$ cat src/include/tss_pkg.sv
// Contract
// - While enable high, data bits shift in on serial clock rise, MSB first.
// - Enable falling copies shifted data into latch chosen by last three bits.
// - Clock pulses are not counted; excess leading bits simply fall out.
// - Serial link keeps accepting and latching frames while synthesizers are powered down.
// - Address decoded at enable fall; load pulse lasts until next clock fall.
// - Six addresses: 001,010,011,100,101,110 select the six latches.
// - Frame is 20 bits: D16..D0 then address A2..A0.
// - Swallow count is D5..D0, 0 to 63, below main count.
// - Main count is D16..D6, range 5 to 2047.
// - RF division equals sixty-four times main count plus swallow count.
// - Reference count is D11..D0 of reference latch, range 5 to 4096.
// - Reference halving bit set doubles the total reference division.
// - Open-collector port bit 0 pulls pin low, 1 releases it.
// - Lock select: 00 port two, 01 lock two, 10 lock one, 11 both ORed.
// - Hardware power select 0 makes pin a port, 1 a power-down input.
// - Current input select 0 makes pin port zero, 1 current switch input.
// - Phase bit 1 normal pump polarity, 0 inverted.
// - Soft power bit 0 powers down, 1 up, when hardware select is 0.
// - Hardware mode needs select and soft bit high; pin level sets power.
// - High pump current needs switch bit and, if selected, high current pin.
// - Tristate bit 1 puts charge pump output in high impedance.
// - Counter test drives divider signals onto lock pin per select and phase.
package tss_pkg;

    // ==========================================================
    // Frame layout
    localparam int FRAME_BITS  = 20;
    localparam int DATA_BITS   = 17;
    localparam int ADDR_BITS   = 3;
    localparam int ADDR_LSB    = 0;
    localparam int DATA_LSB    = 3;
    localparam int MAIN_BITS   = 11;
    localparam int SWAL_BITS   = 6;
    localparam int REF_BITS    = 12;
    localparam int CTRL_BITS   = 16;
    localparam int PWR_BITS    = 3;
    localparam int PORT_BITS   = 5;
    localparam int RF_TOT_BITS = 17;
    localparam int RD_TOT_BITS = 14;
    localparam int SYNC_STAGES = 3;

    // ==========================================================
    // Latch addresses
    localparam logic [2:0] ADDR_MS_ONE  = 3'h1;
    localparam logic [2:0] ADDR_REF_ONE = 3'h2;
    localparam logic [2:0] ADDR_MS_TWO  = 3'h3;
    localparam logic [2:0] ADDR_REF_TWO = 3'h4;
    localparam logic [2:0] ADDR_CTRL    = 3'h5;
    localparam logic [2:0] ADDR_POWER   = 3'h6;

    // ==========================================================
    // Divider arithmetic
    localparam int               PRESCALE_SHIFT = 6;
    localparam logic [12:0]      REF_WRAP_VALUE = 13'h1000;

    // ==========================================================
    // Values after reset
    localparam logic [16:0] MS_RESET    = 17'h00000;
    localparam logic [11:0] REF_RESET   = 12'h000;
    localparam logic [15:0] CTRL_RESET  = 16'h001F;
    localparam logic [2:0]  POWER_RESET = 3'h0;

    // ==========================================================
    // Lock pin functions
    localparam logic [1:0] LOCK_PORT  = 2'h0;
    localparam logic [1:0] LOCK_TWO   = 2'h1;
    localparam logic [1:0] LOCK_ONE   = 2'h2;
    localparam logic [1:0] LOCK_WIRED = 2'h3;

    // ==========================================================
    // Latch contents
    typedef struct packed {
        logic [10:0] main_count_bits;
        logic [5:0]  swallow_count_bits;
    } tss_ms_t;

    typedef struct packed {
        logic       reference_halving_bit;
        logic       counter_test;
        logic       current_input_select;
        logic       pump_tristate_two;
        logic       pump_tristate_one;
        logic       phase_polarity_two;
        logic       phase_polarity_one;
        logic       hw_power_select_two;
        logic       hw_power_select_one;
        logic       lock_select_low;
        logic       lock_select_high;
        logic [4:0] open_collector_port_bits;
    } tss_ctrl_t;

    typedef struct packed {
        logic charge_current_switch;
        logic soft_power_two;
        logic soft_power_one;
    } tss_power_t;

    // Load pulse state
    typedef enum logic [0:0] {
        LD_IDLE   = 1'b0,
        LD_ACTIVE = 1'b1
    } tss_load_state_t;

endpackage

$ cat src/core/tss_pin_sync.sv
`timescale 1ns/1ps
module tss_pin_sync
    import tss_pkg::*;
#(
    parameter int WIDTH = 1
) (
    // Clock and reset
    input  wire logic             core_clk_in,
    input  wire logic             rst_n_in,
    // Raw pins and filtered levels
    input  wire logic [WIDTH-1:0] pin_in,
    output logic      [WIDTH-1:0] level_out
);

    // ==========================================================
    // Three-stage chain per bit, level moves when last two stages agree
    genvar gi;
    generate
        for (gi = 0; gi < WIDTH; gi++) begin : g_bit
            logic [SYNC_STAGES-1:0] stage_r;
            logic                   level_r;
            wire                    agree = (stage_r[1] == stage_r[2]);

            // Shift chain, first stage feeds only the second
            always_ff @(posedge core_clk_in) begin
                if (!rst_n_in) begin
                    stage_r <= '0;
                end else begin
                    stage_r <= {stage_r[1:0], pin_in[gi]};
                end
            end

            // Accepted level
            always_ff @(posedge core_clk_in) begin
                if (!rst_n_in) begin
                    level_r <= 1'b0;
                end else if (agree) begin
                    level_r <= stage_r[2];
                end
            end

            assign level_out[gi] = level_r;
        end
    endgenerate

endmodule

$ cat src/core/tss_serial_config.sv
`timescale 1ns/1ps
module tss_serial_config
    import tss_pkg::*;
(
    // Clock and reset
    input  wire logic                   core_clk_in,
    input  wire logic                   rst_n_in,
    // Three-wire programming link
    input  wire logic                   sclk_in,
    input  wire logic                   sdata_in,
    input  wire logic                   sle_in,
    // Lock detectors and divider test taps
    input  wire logic                   lock_one_in,
    input  wire logic                   lock_two_in,
    input  wire logic                   ref_divider_out_one_in,
    input  wire logic                   prog_divider_out_one_in,
    input  wire logic                   ref_divider_out_two_in,
    input  wire logic                   prog_divider_out_two_in,
    // Open-collector shared pins, index is port number
    input  wire logic [PORT_BITS-1:0]   oc_port_in,
    output logic      [PORT_BITS-1:0]   oc_port_out,
    output logic      [PORT_BITS-1:0]   oc_port_oe_out,
    // Load pulse
    output logic                        load_pulse_out,
    // Synthesizer controls
    output logic      [1:0]             synth_power_up_out,
    output logic                        pump_high_current_out,
    output logic      [1:0]             pump_tristate_out,
    output logic      [1:0]             phase_polarity_out,
    // Division ratios
    output logic      [RF_TOT_BITS-1:0] total_rf_division_one_out,
    output logic      [RF_TOT_BITS-1:0] total_rf_division_two_out,
    output logic      [RD_TOT_BITS-1:0] total_reference_division_one_out,
    output logic      [RD_TOT_BITS-1:0] total_reference_division_two_out
);

    // ==========================================================
    // Input synchronisation
    localparam int SYNC_W = 9 + PORT_BITS;

    logic [SYNC_W-1:0] sync_level;

    tss_pin_sync #(
        .WIDTH (SYNC_W)
    ) u_sync (
        .core_clk_in (core_clk_in),
        .rst_n_in    (rst_n_in),
        .pin_in      ({oc_port_in, prog_divider_out_two_in, ref_divider_out_two_in,
                       prog_divider_out_one_in, ref_divider_out_one_in,
                       lock_two_in, lock_one_in, sle_in, sdata_in, sclk_in}),
        .level_out   (sync_level)
    );

    // Named views of the filtered levels
    wire                 sclk_lvl  = sync_level[0];
    wire                 sdata_lvl = sync_level[1];
    wire                 sle_lvl   = sync_level[2];
    wire                 lock1_lvl = sync_level[3];
    wire                 lock2_lvl = sync_level[4];
    wire                 ref_divider_out_one_lvl  = sync_level[5];
    wire                 prog_divider_out_one_lvl  = sync_level[6];
    wire                 ref_divider_out_two_lvl  = sync_level[7];
    wire                 prog_divider_out_two_lvl  = sync_level[8];
    wire [PORT_BITS-1:0] port_lvl  = sync_level[SYNC_W-1:9];

    // ==========================================================
    // Edge detection on link signals
    logic sclk_prev_r;
    logic sle_prev_r;

    // Previous filtered levels
    always_ff @(posedge core_clk_in) begin
        if (!rst_n_in) begin
            sclk_prev_r <= 1'b0;
            sle_prev_r  <= 1'b0;
        end else begin
            sclk_prev_r <= sclk_lvl;
            sle_prev_r  <= sle_lvl;
        end
    end

    wire sclk_rise = sclk_lvl & ~sclk_prev_r;
    wire sclk_fall = ~sclk_lvl & sclk_prev_r;
    wire sle_fall  = ~sle_lvl & sle_prev_r;

    // ==========================================================
    // Shift register
    logic [FRAME_BITS-1:0] shift_r;
    logic [FRAME_BITS-1:0] shift_nxt;
    wire                   shift_en = sle_lvl & sclk_rise;

    // MSB arrives first and walks up; old leading bits drop off the top
    assign shift_nxt = {shift_r[FRAME_BITS-2:0], sdata_lvl};

    // Capture on rising serial clock while enable high
    always_ff @(posedge core_clk_in) begin
        if (!rst_n_in) begin
            shift_r <= '0;
        end else if (shift_en) begin
            shift_r <= shift_nxt;
        end
    end

    // ==========================================================
    // Frame decode
    wire [ADDR_BITS-1:0] frame_addr = shift_r[ADDR_LSB +: ADDR_BITS];
    wire [DATA_BITS-1:0] frame_data = shift_r[DATA_LSB +: DATA_BITS];

    // Address decode, taken at enable fall only; unused codes hit nothing
    wire wr_ms_one  = sle_fall & (frame_addr == ADDR_MS_ONE);
    wire wr_ref_one = sle_fall & (frame_addr == ADDR_REF_ONE);
    wire wr_ms_two  = sle_fall & (frame_addr == ADDR_MS_TWO);
    wire wr_ref_two = sle_fall & (frame_addr == ADDR_REF_TWO);
    wire wr_ctrl    = sle_fall & (frame_addr == ADDR_CTRL);
    wire wr_power   = sle_fall & (frame_addr == ADDR_POWER);

    // ==========================================================
    // Latches, kept regardless of power state
    tss_ms_t    ms_one_r;
    tss_ms_t    ms_two_r;
    logic [REF_BITS-1:0] ref_one_r;
    logic [REF_BITS-1:0] ref_two_r;
    tss_ctrl_t  ctrl_r;
    tss_power_t power_r;

    // Main and swallow latches
    always_ff @(posedge core_clk_in) begin
        if (!rst_n_in) begin
            ms_one_r <= tss_ms_t'(MS_RESET);
            ms_two_r <= tss_ms_t'(MS_RESET);
        end else begin
            if (wr_ms_one) begin
                ms_one_r <= tss_ms_t'(frame_data);
            end
            if (wr_ms_two) begin
                ms_two_r <= tss_ms_t'(frame_data);
            end
        end
    end

    // Reference latches
    always_ff @(posedge core_clk_in) begin
        if (!rst_n_in) begin
            ref_one_r <= REF_RESET;
            ref_two_r <= REF_RESET;
        end else begin
            if (wr_ref_one) begin
                ref_one_r <= frame_data[REF_BITS-1:0];
            end
            if (wr_ref_two) begin
                ref_two_r <= frame_data[REF_BITS-1:0];
            end
        end
    end

    // Control and power latches
    always_ff @(posedge core_clk_in) begin
        if (!rst_n_in) begin
            ctrl_r  <= tss_ctrl_t'(CTRL_RESET);
            power_r <= tss_power_t'(POWER_RESET);
        end else begin
            if (wr_ctrl) begin
                ctrl_r <= tss_ctrl_t'(frame_data[CTRL_BITS-1:0]);
            end
            if (wr_power) begin
                power_r <= tss_power_t'(frame_data[PWR_BITS-1:0]);
            end
        end
    end

    // ==========================================================
    // Load pulse, from enable fall to next serial clock fall
    tss_load_state_t ld_state_r;
    tss_load_state_t ld_state_nxt;

    // Next state
    always_comb begin
        ld_state_nxt = ld_state_r;
        case (ld_state_r)
            LD_IDLE: begin
                if (sle_fall) begin
                    ld_state_nxt = LD_ACTIVE;
                end
            end
            LD_ACTIVE: begin
                if (sclk_fall) begin
                    ld_state_nxt = LD_IDLE;
                end
            end
            default: begin
                ld_state_nxt = LD_IDLE;
            end
        endcase
    end

    // State register
    always_ff @(posedge core_clk_in) begin
        if (!rst_n_in) begin
            ld_state_r <= LD_IDLE;
        end else begin
            ld_state_r <= ld_state_nxt;
        end
    end

    // ==========================================================
    // Division ratios
    wire [RF_TOT_BITS-1:0] rf_tot_one_nxt =
        RF_TOT_BITS'({ms_one_r.main_count_bits, {PRESCALE_SHIFT{1'b0}}})
        + RF_TOT_BITS'(ms_one_r.swallow_count_bits);
    wire [RF_TOT_BITS-1:0] rf_tot_two_nxt =
        RF_TOT_BITS'({ms_two_r.main_count_bits, {PRESCALE_SHIFT{1'b0}}})
        + RF_TOT_BITS'(ms_two_r.swallow_count_bits);

    // All-zero reference count stands for the top of the range
    wire [12:0] ref_one_cnt = (ref_one_r == '0) ? REF_WRAP_VALUE : {1'b0, ref_one_r};
    wire [12:0] ref_two_cnt = (ref_two_r == '0) ? REF_WRAP_VALUE : {1'b0, ref_two_r};

    // Halving bit doubles both reference dividers
    wire [RD_TOT_BITS-1:0] rd_tot_one_nxt = ctrl_r.reference_halving_bit ?
        {ref_one_cnt, 1'b0} : {1'b0, ref_one_cnt};
    wire [RD_TOT_BITS-1:0] rd_tot_two_nxt = ctrl_r.reference_halving_bit ?
        {ref_two_cnt, 1'b0} : {1'b0, ref_two_cnt};

    // ==========================================================
    // Power control
    wire hpd1_lvl = port_lvl[1];
    wire hpd2_lvl = port_lvl[4];
    wire pwr_one_nxt = power_r.soft_power_one &
        (~ctrl_r.hw_power_select_one | hpd1_lvl);
    wire pwr_two_nxt = power_r.soft_power_two &
        (~ctrl_r.hw_power_select_two | hpd2_lvl);

    // Pump current for synthesizer one
    wire hi_cur_nxt = power_r.charge_current_switch &
        (~ctrl_r.current_input_select | port_lvl[0]);

    // ==========================================================
    // Lock pin function
    wire [1:0] lock_sel = {ctrl_r.lock_select_high, ctrl_r.lock_select_low};
    wire test_one = ctrl_r.counter_test & (lock_sel == LOCK_ONE);
    wire test_two = ctrl_r.counter_test & (lock_sel == LOCK_TWO);

    // Test taps chosen by phase bit
    wire test_sig_one = ctrl_r.phase_polarity_one ? ref_divider_out_one_lvl : prog_divider_out_one_lvl;
    wire test_sig_two = ctrl_r.phase_polarity_two ? ref_divider_out_two_lvl : prog_divider_out_two_lvl;

    // Level wanted on the lock pin, open-collector so low means drive
    logic lock_pin_level;
    always_comb begin
        if (test_one) begin
            lock_pin_level = test_sig_one;
        end else if (test_two) begin
            lock_pin_level = test_sig_two;
        end else begin
            case (lock_sel)
                LOCK_PORT:  lock_pin_level = ctrl_r.open_collector_port_bits[2];
                LOCK_TWO:   lock_pin_level = lock2_lvl;
                LOCK_ONE:   lock_pin_level = lock1_lvl;
                LOCK_WIRED: lock_pin_level = lock1_lvl | lock2_lvl;
                default:    lock_pin_level = 1'b1;
            endcase
        end
    end

    // ==========================================================
    // Open-collector drive, pins used as inputs never pulled
    logic [PORT_BITS-1:0] port_drive_nxt;
    wire  [PORT_BITS-1:0] port_bits = ctrl_r.open_collector_port_bits;
    assign port_drive_nxt[0] = ~ctrl_r.current_input_select & ~port_bits[0];
    assign port_drive_nxt[1] = ~ctrl_r.hw_power_select_one & ~port_bits[1];
    assign port_drive_nxt[2] = ~lock_pin_level;
    assign port_drive_nxt[3] = ~port_bits[3];
    assign port_drive_nxt[4] = ~ctrl_r.hw_power_select_two & ~port_bits[4];

    // ==========================================================
    // Output registers
    logic [PORT_BITS-1:0]   port_oe_r;
    logic                   load_r;
    logic [1:0]             pwr_r;
    logic                   hi_cur_r;
    logic [1:0]             tri_r;
    logic [1:0]             pol_r;
    logic [RF_TOT_BITS-1:0] rf_tot_one_r;
    logic [RF_TOT_BITS-1:0] rf_tot_two_r;
    logic [RD_TOT_BITS-1:0] rd_tot_one_r;
    logic [RD_TOT_BITS-1:0] rd_tot_two_r;

    // Pin and control outputs
    always_ff @(posedge core_clk_in) begin
        if (!rst_n_in) begin
            port_oe_r <= '0;
            load_r    <= 1'b0;
            pwr_r     <= 2'h0;
            hi_cur_r  <= 1'b0;
            tri_r     <= 2'h0;
            pol_r     <= 2'h0;
        end else begin
            port_oe_r <= port_drive_nxt;
            load_r    <= (ld_state_nxt == LD_ACTIVE);
            pwr_r     <= {pwr_two_nxt, pwr_one_nxt};
            hi_cur_r  <= hi_cur_nxt;
            tri_r     <= {ctrl_r.pump_tristate_two, ctrl_r.pump_tristate_one};
            pol_r     <= {ctrl_r.phase_polarity_two, ctrl_r.phase_polarity_one};
        end
    end

    // Ratio outputs
    always_ff @(posedge core_clk_in) begin
        if (!rst_n_in) begin
            rf_tot_one_r <= '0;
            rf_tot_two_r <= '0;
            rd_tot_one_r <= '0;
            rd_tot_two_r <= '0;
        end else begin
            rf_tot_one_r <= rf_tot_one_nxt;
            rf_tot_two_r <= rf_tot_two_nxt;
            rd_tot_one_r <= rd_tot_one_nxt;
            rd_tot_two_r <= rd_tot_two_nxt;
        end
    end

    // Drive low only ever; released pins float high externally
    logic [PORT_BITS-1:0] port_low_r;
    always_ff @(posedge core_clk_in) begin
        if (!rst_n_in) begin
            port_low_r <= '0;
        end else begin
            port_low_r <= '0;
        end
    end

    // ==========================================================
    // Port connections
    assign oc_port_out                      = port_low_r;
    assign oc_port_oe_out                   = port_oe_r;
    assign load_pulse_out                   = load_r;
    assign synth_power_up_out               = pwr_r;
    assign pump_high_current_out            = hi_cur_r;
    assign pump_tristate_out                = tri_r;
    assign phase_polarity_out               = pol_r;
    assign total_rf_division_one_out        = rf_tot_one_r;
    assign total_rf_division_two_out        = rf_tot_two_r;
    assign total_reference_division_one_out = rd_tot_one_r;
    assign total_reference_division_two_out = rd_tot_two_r;

endmodule

$ cat config.mk
export PLATFORM = sky130hd
export DESIGN_NAME = tss_serial_config
export DESIGN_NICKNAME = d
export VERILOG_FILES = /design/src/include/tss_pkg.sv /design/src/core/tss_pin_sync.sv /design/src/core/tss_serial_config.sv
export SDC_FILE = /design/constraint.sdc
export NUM_CORES = 1
export LEC_CHECK = 0
export BUFFER_PORTS_ARGS = -buffer_cell sky130_fd_sc_hd__buf_4
export CORE_UTILIZATION = 30
export DETAILED_ROUTE_END_ITERATION = 10
export GPL_ROUTABILITY_DRIVEN = 0
export SETUP_SLACK_MARGIN = 0.4
export SLEW_MARGIN = 20
export SYNTH_ARGS = -nofsm -noshare
export SYNTH_HDL_FRONTEND = slang
export SYNTH_SLANG_ARGS = --single-unit
$ cat constraint.sdc
create_clock -name core_clk_in -period 2.8 [get_ports core_clk_in]
set_clock_uncertainty 0.15 [all_clocks]
set_input_delay 0.14 -clock core_clk_in [delete_from_list [all_inputs] [get_ports core_clk_in]]
set_output_delay 0.14 -clock core_clk_in [all_outputs]
set_load 0.005 [all_outputs]
==> After elaboration in Yosys (flattened, before gate mapping) <==
Index checks and enable logic that the tools add are counted.
{ "classes": {"add_sub_neg": 2, "multipliers": 0, "n_div": 0, "order_cmp": 0, "n_eq_ne": 21, "n_shift": 0, "n_mux": 12, "bitwise": 35, "reduce_logical": 5} }
{ "op_table": {"columns": ["cell", "count"], "rows": [
  ["$mux 13", 4],
  ["$add 17x6->17", 2],
  ["$logic_not 12->1", 2],
  ["$and 1x1->1", 18],
  ["$not 1->1", 13],
  ["$eq 1x1->1", 12],
  ["$eq 3x3->1 const B", 3],
  ["$eq 3x2->1 const B", 2],
  ["$mux 1", 6],
  ["$eq 2x2->1 const B", 2],
  ["$or 1x1->1", 4],
  ["$pmux 1 s4", 1],
  ["$eq 3x1->1 const B", 1],
  ["$eq 2x1->1 const B", 1],
  ["$logic_not 2->1", 1],
  ["$pmux 1 s2", 1],
  ["$reduce_and 2->1", 1],
  ["$reduce_or 2->1", 1]
]} }
{ "word_totals": {"register_bits": 222, "latchBits": 0, "mem_bits_rw": 0, "romBits": 0, "inputBits": 16, "output_inout_bits": 80, "elab_cells": 137, "mem_count": 0} }

==> Depth between registers and ports, before layout <==
Gate-level depths: netlist of run 1.
{ "logic_depth": {"word_depth": 5, "depth_mapped": 6, "depth_no_buf": 3} }

==> Hierarchy <==
Synthesis of run 1 repeated with hierarchy kept, for this count alone.
{ "hier_totals": {"cells_unflattened": 839, "area_unflattened_um2": 7960.1} }
{ "modules_own_cells": {"columns": ["module", "n_inst", "cells_per_inst", "area_each_um2", "seq_area_each_um2"], "rows": [
  ["tss_serial_config", 1, 679, 6155.9, 3483.3],
  ["tss_pin_sync", 1, 160, 1804.2, 1121.1]
]} }

==> Least setup slack after synthesis of run 1 <==
OpenSTA, ideal clock, no wires.
{ "synth_timing": {"path_type": "register to register", "start": "register shift_r[1]", "end": "register ctrl_r (netlist bit port_bits[0])", "setup_time_ps": 137, "t_arrival_ps": 1108, "t_required_ps": 2513, "setup_slack_ps": 1405, "path_stages_with_launch": 6, "path_buffers": 2, "period_less_slack_ps": 1395, "cell_sequence": "dfxtp_1 buf_2 nand3b_2 clkbuf_1 o21ai_0 nand3_1"} }
{ "synth_between": {"elab_chain_cells": 2} }
{ "synth_rtl": {"columns": ["item", "line", "text"], "rows": [
  ["from (decl)", "tss_serial_config.sv:88", "logic [FRAME_BITS-1:0] shift_r;"],
  ["from (signal assigned)", "tss_serial_config.sv:100", "shift_r <= shift_nxt;"],
  ["$eq 3x3->1", "tss_serial_config.sv:114", "wire wr_ctrl = sle_fall & (frame_addr == ADDR_CTRL);"],
  ["$and 1x1->1", "tss_serial_config.sv:114", null],
  ["to (signal assigned)", "tss_serial_config.sv:159", "ctrl_r <= tss_ctrl_t'(CTRL_RESET);"],
  ["to (signal assigned)", "tss_serial_config.sv:163", "ctrl_r <= tss_ctrl_t'(frame_data[CTRL_BITS-1:0]);"],
  ["to (decl)", "tss_serial_config.sv:123", "tss_ctrl_t ctrl_r;"]
]} }
No other way between the ends.
A chain may end at the register's enable or synchronous reset.

==> Worst setup path in the final report of run 1 <==
{ "layout_timing": {"start": "register u_sync.g_bit[2].level_r", "end": "register ref_one_r[7]"} }
{ "layout_between": {"elab_chain_cells": 3} }
{ "layout_rtl": {"columns": ["item", "line", "text"], "rows": [
  ["from (decl)", "tss_pin_sync.sv:21", "logic level_r;"],
  ["from (signal assigned)", "tss_pin_sync.sv:38", "level_r <= stage_r[2];"],
  ["$not 1->1", "tss_serial_config.sv:84", "wire sle_fall = ~sle_lvl & sle_prev_r;"],
  ["$and 1x1->1", "tss_serial_config.sv:84", null],
  ["$and 1x1->1", "tss_serial_config.sv:111", "wire wr_ref_one = sle_fall & (frame_addr == ADDR_REF_ONE);"],
  ["to (signal assigned)", "tss_serial_config.sv:148", "ref_one_r <= frame_data[REF_BITS-1:0];"],
  ["to (decl)", "tss_serial_config.sv:121", "logic [REF_BITS-1:0] ref_one_r;"]
]} }
No other way between the ends.

==> flow_summary.json, run 1 <==
{
  "status": "complete, no violations",
  "rsz0062_at_grt": "no",
  "wl_per_cell_microns": 13.9,
  "holdBufCountCts": 13,
  "tightest_slew_ps": 831,
  "maxCapViolCount": 0,
  "synth_edf_count": 0,
  "hold_path_class": "primary input to flip-flop",
  "insertion_delay_ps": 510,
  "slew_viol_final": 0,
  "hold_violations": 0,
  "syn_area_per_cell_sq_um": 9.80,
  "drtAntennaViolNets": 0,
  "cts_root_buf": "clkbuf_16",
  "cts-htree-levels": 1,
  "grt_max_degree": 75,
  "via_per_inst": 4.59,
  "num_rows": 59,
  "cp_data_arrival_time_ps": 2150,
  "fin_area_sq_mm": 0.00968,
  "synth_seq_cells": 222,
  "diodes": 0,
  "drtIter0Drc": 361,
  "synth_top_area_share_pct": 56.0,
  "yosysSeqAreaShare_pct": 56.0,
  "drive_above_1_share_pct": 15.9,
  "numCtsBuffers": 25,
  "grt_pass1_wl_microns": 27100,
  "first_pass_iters": 5,
  "yosysMostFrequentCell": "dfxtp_1",
  "worstSetupStartpointType": "flip-flop",
  "clk_pin_slew_worst_paths_ps": 60,
  "start_util_pct": 30.5,
  "max_clock_freq_mhz": 534,
  "die_h_microns": 165,
  "die_x_microns": 165,
  "relSlewSlack_pct": 44.6,
  "antenna_found_initial": 0,
  "placed_cell_area_sq_mm": 0.00874,
  "cts_sinks": 222,
  "period_needed_ps": 1870,
  "post-cts-setup-buffer-count": 0,
  "fin_tns_setup_ps": 0,
  "pin_count": 96,
  "setup_violations": 0,
  "critPathRequiredTime_ps": 3080,
  "synthFlopType": "dfxtp_1",
  "grt_usage_pct": 12.4,
  "tritoncts": "yes",
  "finalCritPeriodShare_pct": 66.9,
  "cts_buffer_depth": 3,
  "critPathKind": "flip-flop to flip-flop",
  "ys_types": 36,
  "worstSetupEndpointType": "flip-flop",
  "postCtsResizedCells": 0,
  "drt-total-wl_microns": 17100,
  "yosysTopAreaCell": "dfxtp_1",
  "core_region_area_sq_mm": 0.0260,
  "synthArstFlopShare_pct": 0,
  "syn_area_sq_mm": 0.00793,
  "portBuffers": 88,
  "drc_errors": 0,
  "ir_drop_uv": 335,
  "p_leak_nw": 3.54,
  "finish.net_count": 898,
  "netlist_instances": 809,
  "synth_commonest_cells": "dfxtp_1, o21ai_0, nand3_1, and2_1, a21boi_0",
  "syn_to_final_growth_pct": 22.0,
  "dpl.hpwl_microns": 10800,
  "power.density_mw_per_mm2": 671,
  "grt_pass1_vias": 5260,
  "yosys_warnings": 0,
  "num_vias": 5662,
  "overflow": 0,
  "cp_max_fo": 27,
  "die-area_sq_mm": 0.0271,
  "synth.top_cells.by_area": "dfxtp_1, and2_1, a21boi_0"
}
-- kinds of logic after synthesis --
family	Yosys count	share of synthesized area [%]
AOI/OAI and AO/OA	202	16.2
buffers and inverters	78	5.18
DFF	222	56.0
muxes	25	3.17
other	1	0.0473
and+or+nand+nor	281	19.3
-- final cells by class --
cell class / instances / area [sq um]
clock inverter: 8 / 101
clock buffer: 36 / 707
multi-input combinational: 513 / 3090
fill: 2648 / 16300
sequential: 222 / 4440
timing repair buffer: 114 / 888
tap: 335 / 419
inverter: 6 / 22.5
-- report_power, final --
| part | leakage [nW] | total [mW] | internal (mW) | switching (mW) |
|---|---|---|---|---|
| registers | 1.79 | 3.19 | 3.18 | 0.00754 |
| logic | 1.35 | 0.114 | 0.0628 | 0.0509 |
| clock network | 0.398 | 3.19 | 1.94 | 1.25 |
-- registers in the layout, summed over array words and instances (netlist names) --
| signal | count |
|---|---|
| ref_two_r | 12 |
| total_reference_division_one_out | 14 |
| sclk_prev_r | 1 |
| u_sync.g_bit.level_r | 12 |
| sle_prev_r | 1 |
| power_r | 3 |
| pump_high_current_out | 1 |
| ms_one_r | 17 |
| pump_tristate_out | 2 |
| load_pulse_out | 1 |
| total_reference_division_two_out | 14 |
| u_sync.g_bit.stage_r | 36 |
| synth_power_up_out | 2 |
| ctrl_r | 11 |
| port_bits | 5 |
| total_rf_division_one_out | 17 |
| ref_one_r | 12 |
| oc_port_oe_out | 5 |
| phase_polarity_out | 2 |
| total_rf_division_two_out | 17 |
| shift_r | 20 |
| ms_two_r | 17 |
-- stage by stage --
| stage | utilization (%) | worst slack (ps) | hold slack (ps) | std cells | power [mW] |
|---|---|---|---|---|---|
| 3_5_place_dp | 33.6 | 884 | 200 | 1177 | 3.36 |
| 3_3_place_gp | 33.6 | 920 | 200 | 1177 | 3.36 |
| 5_1_grt | 37.2 | 686 | 228 | 1234 | 6.72 |
| 2_1_floorplan | - | 1400 | 117 | 813 | 3.33 |
| 6_report | 37.2 | 928 | 230 | 1234 | 6.49 |
| 4_1_cts | 37.2 | 875 | 214 | 1234 | 6.58 |
-- critical path: stages (launching register included) --
cell      delay (ps)
dfxtp_1          530
or2_1            710
o21ai_0          180
a21boi_0         210
-- cell usage in the layout (no fill, tap or decap), types with 2 or more instances in the layout --
cell type      count
dfxtp_1          222
buf_4            101
o21ai_0           90
nand3_1           82
and2_1            77
a21boi_0          64
nand2_1           59
a21boi_1          40
nor2b_1           26
clkbuf_16         25
mux2i_1           24
dlygate4sd3_1     13
nor2_1             9
clkbuf_1           7
nand4_1            6
inv_1              5
conb_1             5
nor4_1             4
clkbuf_8           4
and3b_1            3
o31ai_1            3
nor3b_1            3
a21oi_1            3
nand3b_1           3
clkinv_2           3
nand2b_1           2
bufinv_16          2
inv_6              2
-- path summary, 6_finish.rpt --
path | endpoint | startpoint | slack (ps) | cells past startpoint
max | ref_one_r[7] | u_sync.g_bit[2].level_r | 930 | 3
min | u_sync.g_bit[4].stage_r[0] | lock_two_in | 230 | 3
max reg2reg | ref_one_r[7] | u_sync.g_bit[2].level_r | 930 | 3
min reg2reg | u_sync.g_bit[8].stage_r[1] | u_sync.g_bit[8].stage_r[0] | 280 | 1
-- per-layer routing --
metal	global-route usage (%)	vias to the layer above	part of all wire [%]
met5	0	-	0
met4	3.71	0	2.1
met3	2.21	26	5.0
met2	19.5	127	45
met1	17.2	2624	48
li1	-	2885	-
No activity file was read; power rests on OpenSTA's default activity.
==> run 2: changes to the inputs <==
clock period = 1.8 ns   (was 2.8 ns; I/O delays follow)
==> run 2 against run 1 <==
  * Critical path depth grew 3
  * Total power grew 55%
  * Worst hold slack got worse by 55 ps
  * Wire length up 6.7%
  * Utilization rose by 1.9 points
  * First-iteration DRC count is 6.6% higher
  * Design area up 5.1%
  * Critical path type unchanged
==> flow_summary.json, run 2 (synthesis gave the netlist of run 1 again) <==
{
  "die_x_microns": 165,
  "first_pass_iters": 5,
  "min_from": "prog_divider_out_one_in",
  "wl_per_cell_microns": 14.5,
  "power.density_mw_per_mm2": 990,
  "hold_path_class": "primary input to flip-flop",
  "via_per_inst": 4.69,
  "largest_reg_flops": 36,
  "critPathRequiredTime_ps": 2090,
  "period_needed_ps": 1470,
  "maxCapViolCount": 0,
  "worstSetupStartpointType": "flip-flop",
  "ir_drop_uv": 586,
  "layout_common_cells": "dfxtp_1, buf_4, and2_1, o21ai_0, nand3_1",
  "drive_above_1_share_pct": 21.4,
  "rsz0062_at_grt": "yes",
  "fin_cells": 1254,
  "cp_data_arrival_time_ps": 1760,
  "cts_sinks": 222,
  "dp.cells": 1188,
  "critPathTopFamily": "simple AND/OR/NAND/NOR gates",
  "r2r_slack_ps": 330,
  "regMostFlops": "u_sync.g_bit.stage_r",
  "portBuffers": 88,
  "grt_pass1_vias": 5384,
  "setup_violations": 0,
  "clk_pin_slew_worst_paths_ps": 60,
  "slowest_delay_ps": 340,
  "critPathKind": "flip-flop to flip-flop",
  "crit_path_top_delay_cell": "dfxtp_4",
  "grt_pass1_wl_microns": 28200,
  "cts_root_buf": "clkbuf_16",
  "pin_count": 96,
  "cts_buffer_depth": 3,
  "die_h_microns": 165,
  "syn_to_final_growth_pct": 28.2,
  "cp_max_fo": 7,
  "drc_errors": 0,
  "worstSetupEndpointType": "flip-flop",
  "worstSetupStartpoint": "shift_r[1]",
  "start_util_pct": 30.5,
  "max_clock_freq_mhz": 680,
  "dpl.hpwl_microns": 11000,
  "num_vias": 5882,
  "antenna_found_initial": 0,
  "mostFrequentLayoutCell": "dfxtp_1",
  "cts-htree-levels": 1,
  "tightest_slew_ps": 557,
  "diodes": 0,
  "finish.net_count": 917,
  "drtAntennaViolNets": 0,
  "layout_top_registers": "u_sync.g_bit.stage_r (36), shift_r (20)",
  "slew_viol_final": 0,
  "grt_usage_pct": 13.0,
  "numCtsBuffers": 24,
  "hold_violations": 0,
  "overflow": 0,
  "finalCritPeriodShare_pct": 81.7,
  "die-area_sq_mm": 0.0271,
  "r2r-start": "shift_r[1]",
  "drtIter0Drc": 385,
  "relSlewSlack_pct": 62.8,
  "drt-total-wl_microns": 18200,
  "num_rows": 59,
  "status": "complete, no violations",
  "p_leak_nw": 3.73,
  "core_region_area_sq_mm": 0.0260,
  "tritoncts": "yes",
  "crit_buf_inv": 3,
  "cp_cell_sequence": "buf_6 -> and3b_2 -> buf_12 -> buf_16 -> nand3_1 -> a21boi_1",
  "insertion_delay_ps": 510,
  "grt_max_degree": 42,
  "fin_tns_setup_ps": 0
}
==> run 2: final timing paths <==
path,endpoint,cells after the start
setup / recovery,ref_two_r[0],6
hold / removal,u_sync.g_bit[6].stage_r[0],3
setup reg to reg,ref_two_r[0],6
hold reg to reg,u_sync.g_bit[4].stage_r[1],1
==> run 2: report_power, final <==
part	switching [mW]	leakage, nW	internal, mW
registers	0.0122	1.80	4.94
clock network	1.94	0.404	2.98
logic	0.0831	1.53	0.105
==> run 2: timing repair <==
item / CTS / global route
buffers inserted: 4 / 0
hold buffers: 13 / 0
endpoints found under the setup margin: 97 / 79
endpoints found under the hold margin: 47 / 0
pin swaps: 4 / 11
gates cloned: 2 / 3
gates resized for setup: 23 / 63
==> run 2: metrics by stage <==
step | worst slack, ps | hold WS [ps] | utilization (%) | power, mW | cell area, sq um
after floorplan | 405 | 67.3 | - | 5.19 | 7950
after global placement | 193 | 148 | 34.2 | 5.23 | 8880
after detailed placement | 174 | 151 | 34.2 | 5.23 | 8880
after CTS | 332 | 162 | 38.3 | 10.2 | 9960
after global routing | 281 | 179 | 39.1 | 10.4 | 10200
final | 329 | 175 | 39.1 | 10.1 | 10200
==> run 2: per-layer routing <==
layer / vias up / track usage (%) / part of all wire [%] / routed length (microns)
li1: 2922 / - / - / -
met1: 2766 / 18.4 / 48 / 8720
met2: 162 / 20.2 / 44 / 8120
met3: 32 / 2.44 / 5.6 / 1010
met4: 0 / 3.63 / 2.2 / 396
met5: - / 0 / 0 / 0
==> run 2: final cells by class <==
cell class / count / area, sq um
clock buffer: 32 / 692
clock inverter: 12 / 113
fill: 2586 / 15800
inverter: 6 / 23.8
multi-input combinational: 513 / 3220
sequential: 222 / 4460
tap: 335 / 419
timing repair buffer: 134 / 1240
==> run 2: worst register-to-register path, stage by stage (launching register included) <==
cell and delay [ps]:
dfxtp_4 340, buf_6 110, and3b_2 320, buf_12 140
buf_16 120, nand3_1 80, a21boi_1 140
==> run 3: changes to the inputs <==
clock period = 1.23 ns   (was 1.8 ns; I/O delays follow)
==> run 3 against run 2 <==
  * The flow now finishes with violations (negative hold slack, negative setup slack)
  * Clock power rose by 52%
  * First-iteration DRC count rose by 9.9%
  * Setup slack got worse by 540 ps
  * Utilization rose by 6.6 points
  * Total power rose by 50%
  * Sequential power rose by 46%
  * Sequential cell count did not move
  * Register-to-register slack got worse by 540 ps
  * Cell count rose by 5.2%
  * Largest cell class unchanged
  * Largest power group is now the clock network
  * Highest routed layer unchanged
==> flow_summary.json, run 3 (synthesis gave the netlist of run 1 again) <==
{
  "status": "finished with violations",
  "violations": "negative hold slack, negative setup slack",
  "portBuffers": 88,
  "clk_pin_slew_worst_paths_ps": 60,
  "layout_common_cells": "dfxtp_1, a21boi_1, buf_4, dfxtp_2, and2_1",
  "insertion_delay_ps": 510,
  "critPathTopFamily": "buffers and inverters",
  "power.density_mw_per_mm2": 1270,
  "die-area_sq_mm": 0.0271,
  "holdBufCountCts": 12,
  "p_leak_nw": 4.38,
  "fin_tns_setup_ps": -8950,
  "cts_root_buf": "clkbuf_16",
  "pin_count": 96,
  "cp_max_fo": 8,
  "num_vias": 6212,
  "hold_violations": 121,
  "cts_sinks": 222,
  "regMostFlops": "u_sync.g_bit.stage_r",
  "worstSetupStartpointType": "flip-flop",
  "diodes": 0,
  "placed_cell_area_sq_mm": 0.00940,
  "setup_violations": 92,
  "drt-total-wl_microns": 20500,
  "slowest_delay_ps": 370,
  "crit_path_top_delay_cell": "dfxtp_4",
  "tritoncts": "yes",
  "worstSetupEndpointType": "flip-flop",
  "wl_met2_microns": 9870,
  "grt_pass1_wl_microns": 30000,
  "met3_wirelength_microns": 1010,
  "die_x_microns": 165,
  "finish.net_count": 982,
  "critPathKind": "flip-flop to flip-flop",
  "wl_met1_microns": 9010,
  "p_total_mw": 15.1,
  "setup_slack_ps": -209,
  "finalCritPeriodShare_pct": 117,
  "numCtsBuffers": 24,
  "max_clock_freq_mhz": 695,
  "first_pass_iters": 4,
  "critPathRequiredTime_ps": 1520,
  "drc_errors": 0,
  "grt_usage_pct": 13.8,
  "cp_data_arrival_time_ps": 1730,
  "cts-htree-levels": 1,
  "grt_pass1_vias": 5749,
  "drtAntennaViolNets": 0,
  "die_h_microns": 165,
  "fin_area_sq_mm": 0.0119,
  "rsz0062_at_grt": "yes",
  "mostFrequentLayoutCell": "dfxtp_1",
  "ir_drop_uv": 776,
  "wl_per_cell_microns": 15.5,
  "drive_above_1_share_pct": 43.7,
  "via_per_inst": 4.71,
  "antenna_found_initial": 0,
  "dpl.hpwl_microns": 11500,
  "routed.top_layer": "met4",
  "period_needed_ps": 1440,
  "cp_cell_sequence": "buf_6 -> nor2b_4 -> buf_12 -> clkbuf_16 -> nand3_1 -> a21boi_1",
  "core_region_area_sq_mm": 0.0260,
  "drtIter0Drc": 423,
  "start_util_pct": 30.5,
  "maxCapViolCount": 0,
  "num_rows": 59,
  "layout_top_registers": "u_sync.g_bit.stage_r (36), shift_r (20)",
  "grt_max_degree": 52,
  "hold_path_class": "primary input to flip-flop",
  "syn_to_final_growth_pct": 49.8,
  "cts_buffer_depth": 3,
  "slew_viol_final": 0,
  "largest_reg_flops": 36,
  "crit_buf_inv": 3,
  "overflow": 0,
  "fin_hold_ws_ps": -286
}
[run 3: cell type report]
| class | count | area [sq um] |
|---|---|---|
| fillers | 2383 | 14100 |
| repair buffers | 197 | 2260 |
| inverters | 6 | 22.5 |
| clock inverters | 8 | 123 |
| clock buffers | 36 | 707 |
| well taps | 335 | 419 |
| multi-input cells | 515 | 3780 |
| flip-flops and latches | 222 | 4560 |
[run 3: timing repair]
item,CTS,global route
buffers inserted,5,13
hold endpoints to repair,173,132
resized for setup,160,206
endpoints found under the setup margin,221,219
pin swaps,16,48
cloned,4,14
[run 3: where the power goes]
part / internal (mW) / leakage [nW] / switching (mW)
clock: 4.61 / 0.404 / 2.89
sequential: 7.23 / 1.84 / 0.0208
combinational: 0.182 / 2.14 / 0.130
[run 3: path summary, 6_finish.rpt]
check | start | end | slack (ps) | cells past startpoint
max | u_sync.g_bit[2].level_r | ms_two_r[14] | -210 | 6
min | rst_n_in | port_bits[1] | -290 | 2
max reg2reg | u_sync.g_bit[2].level_r | ms_two_r[14] | -210 | 6
min reg2reg | u_sync.g_bit[2].stage_r[0] | u_sync.g_bit[2].stage_r[1] | 270 | 1
[run 3: layer usage]
layer | track usage, % | up-vias
met5 | 0 | -
met4 | 4.55 | 0
met3 | 2.34 | 44
met2 | 22.9 | 158
met1 | 18.0 | 2940
li1 | - | 3070
[run 3: through the flow]
stage          instances  setup slack (ps)  util [%]
3_5_place_dp        1227              -177      36.2
2_1_floorplan        813             -86.5         -
6_report            1319              -209      45.7
5_1_grt             1319              -236      45.7
4_1_cts             1292              -111      41.6
3_3_place_gp        1227              -165      36.2
[run 3: worst register-to-register path: stages, from the launching register on]
cell       delay [ps]
dfxtp_4           370
buf_6             140
nor2b_4           130
buf_12            150
clkbuf_16         170
nand3_1           100
a21boi_1          170
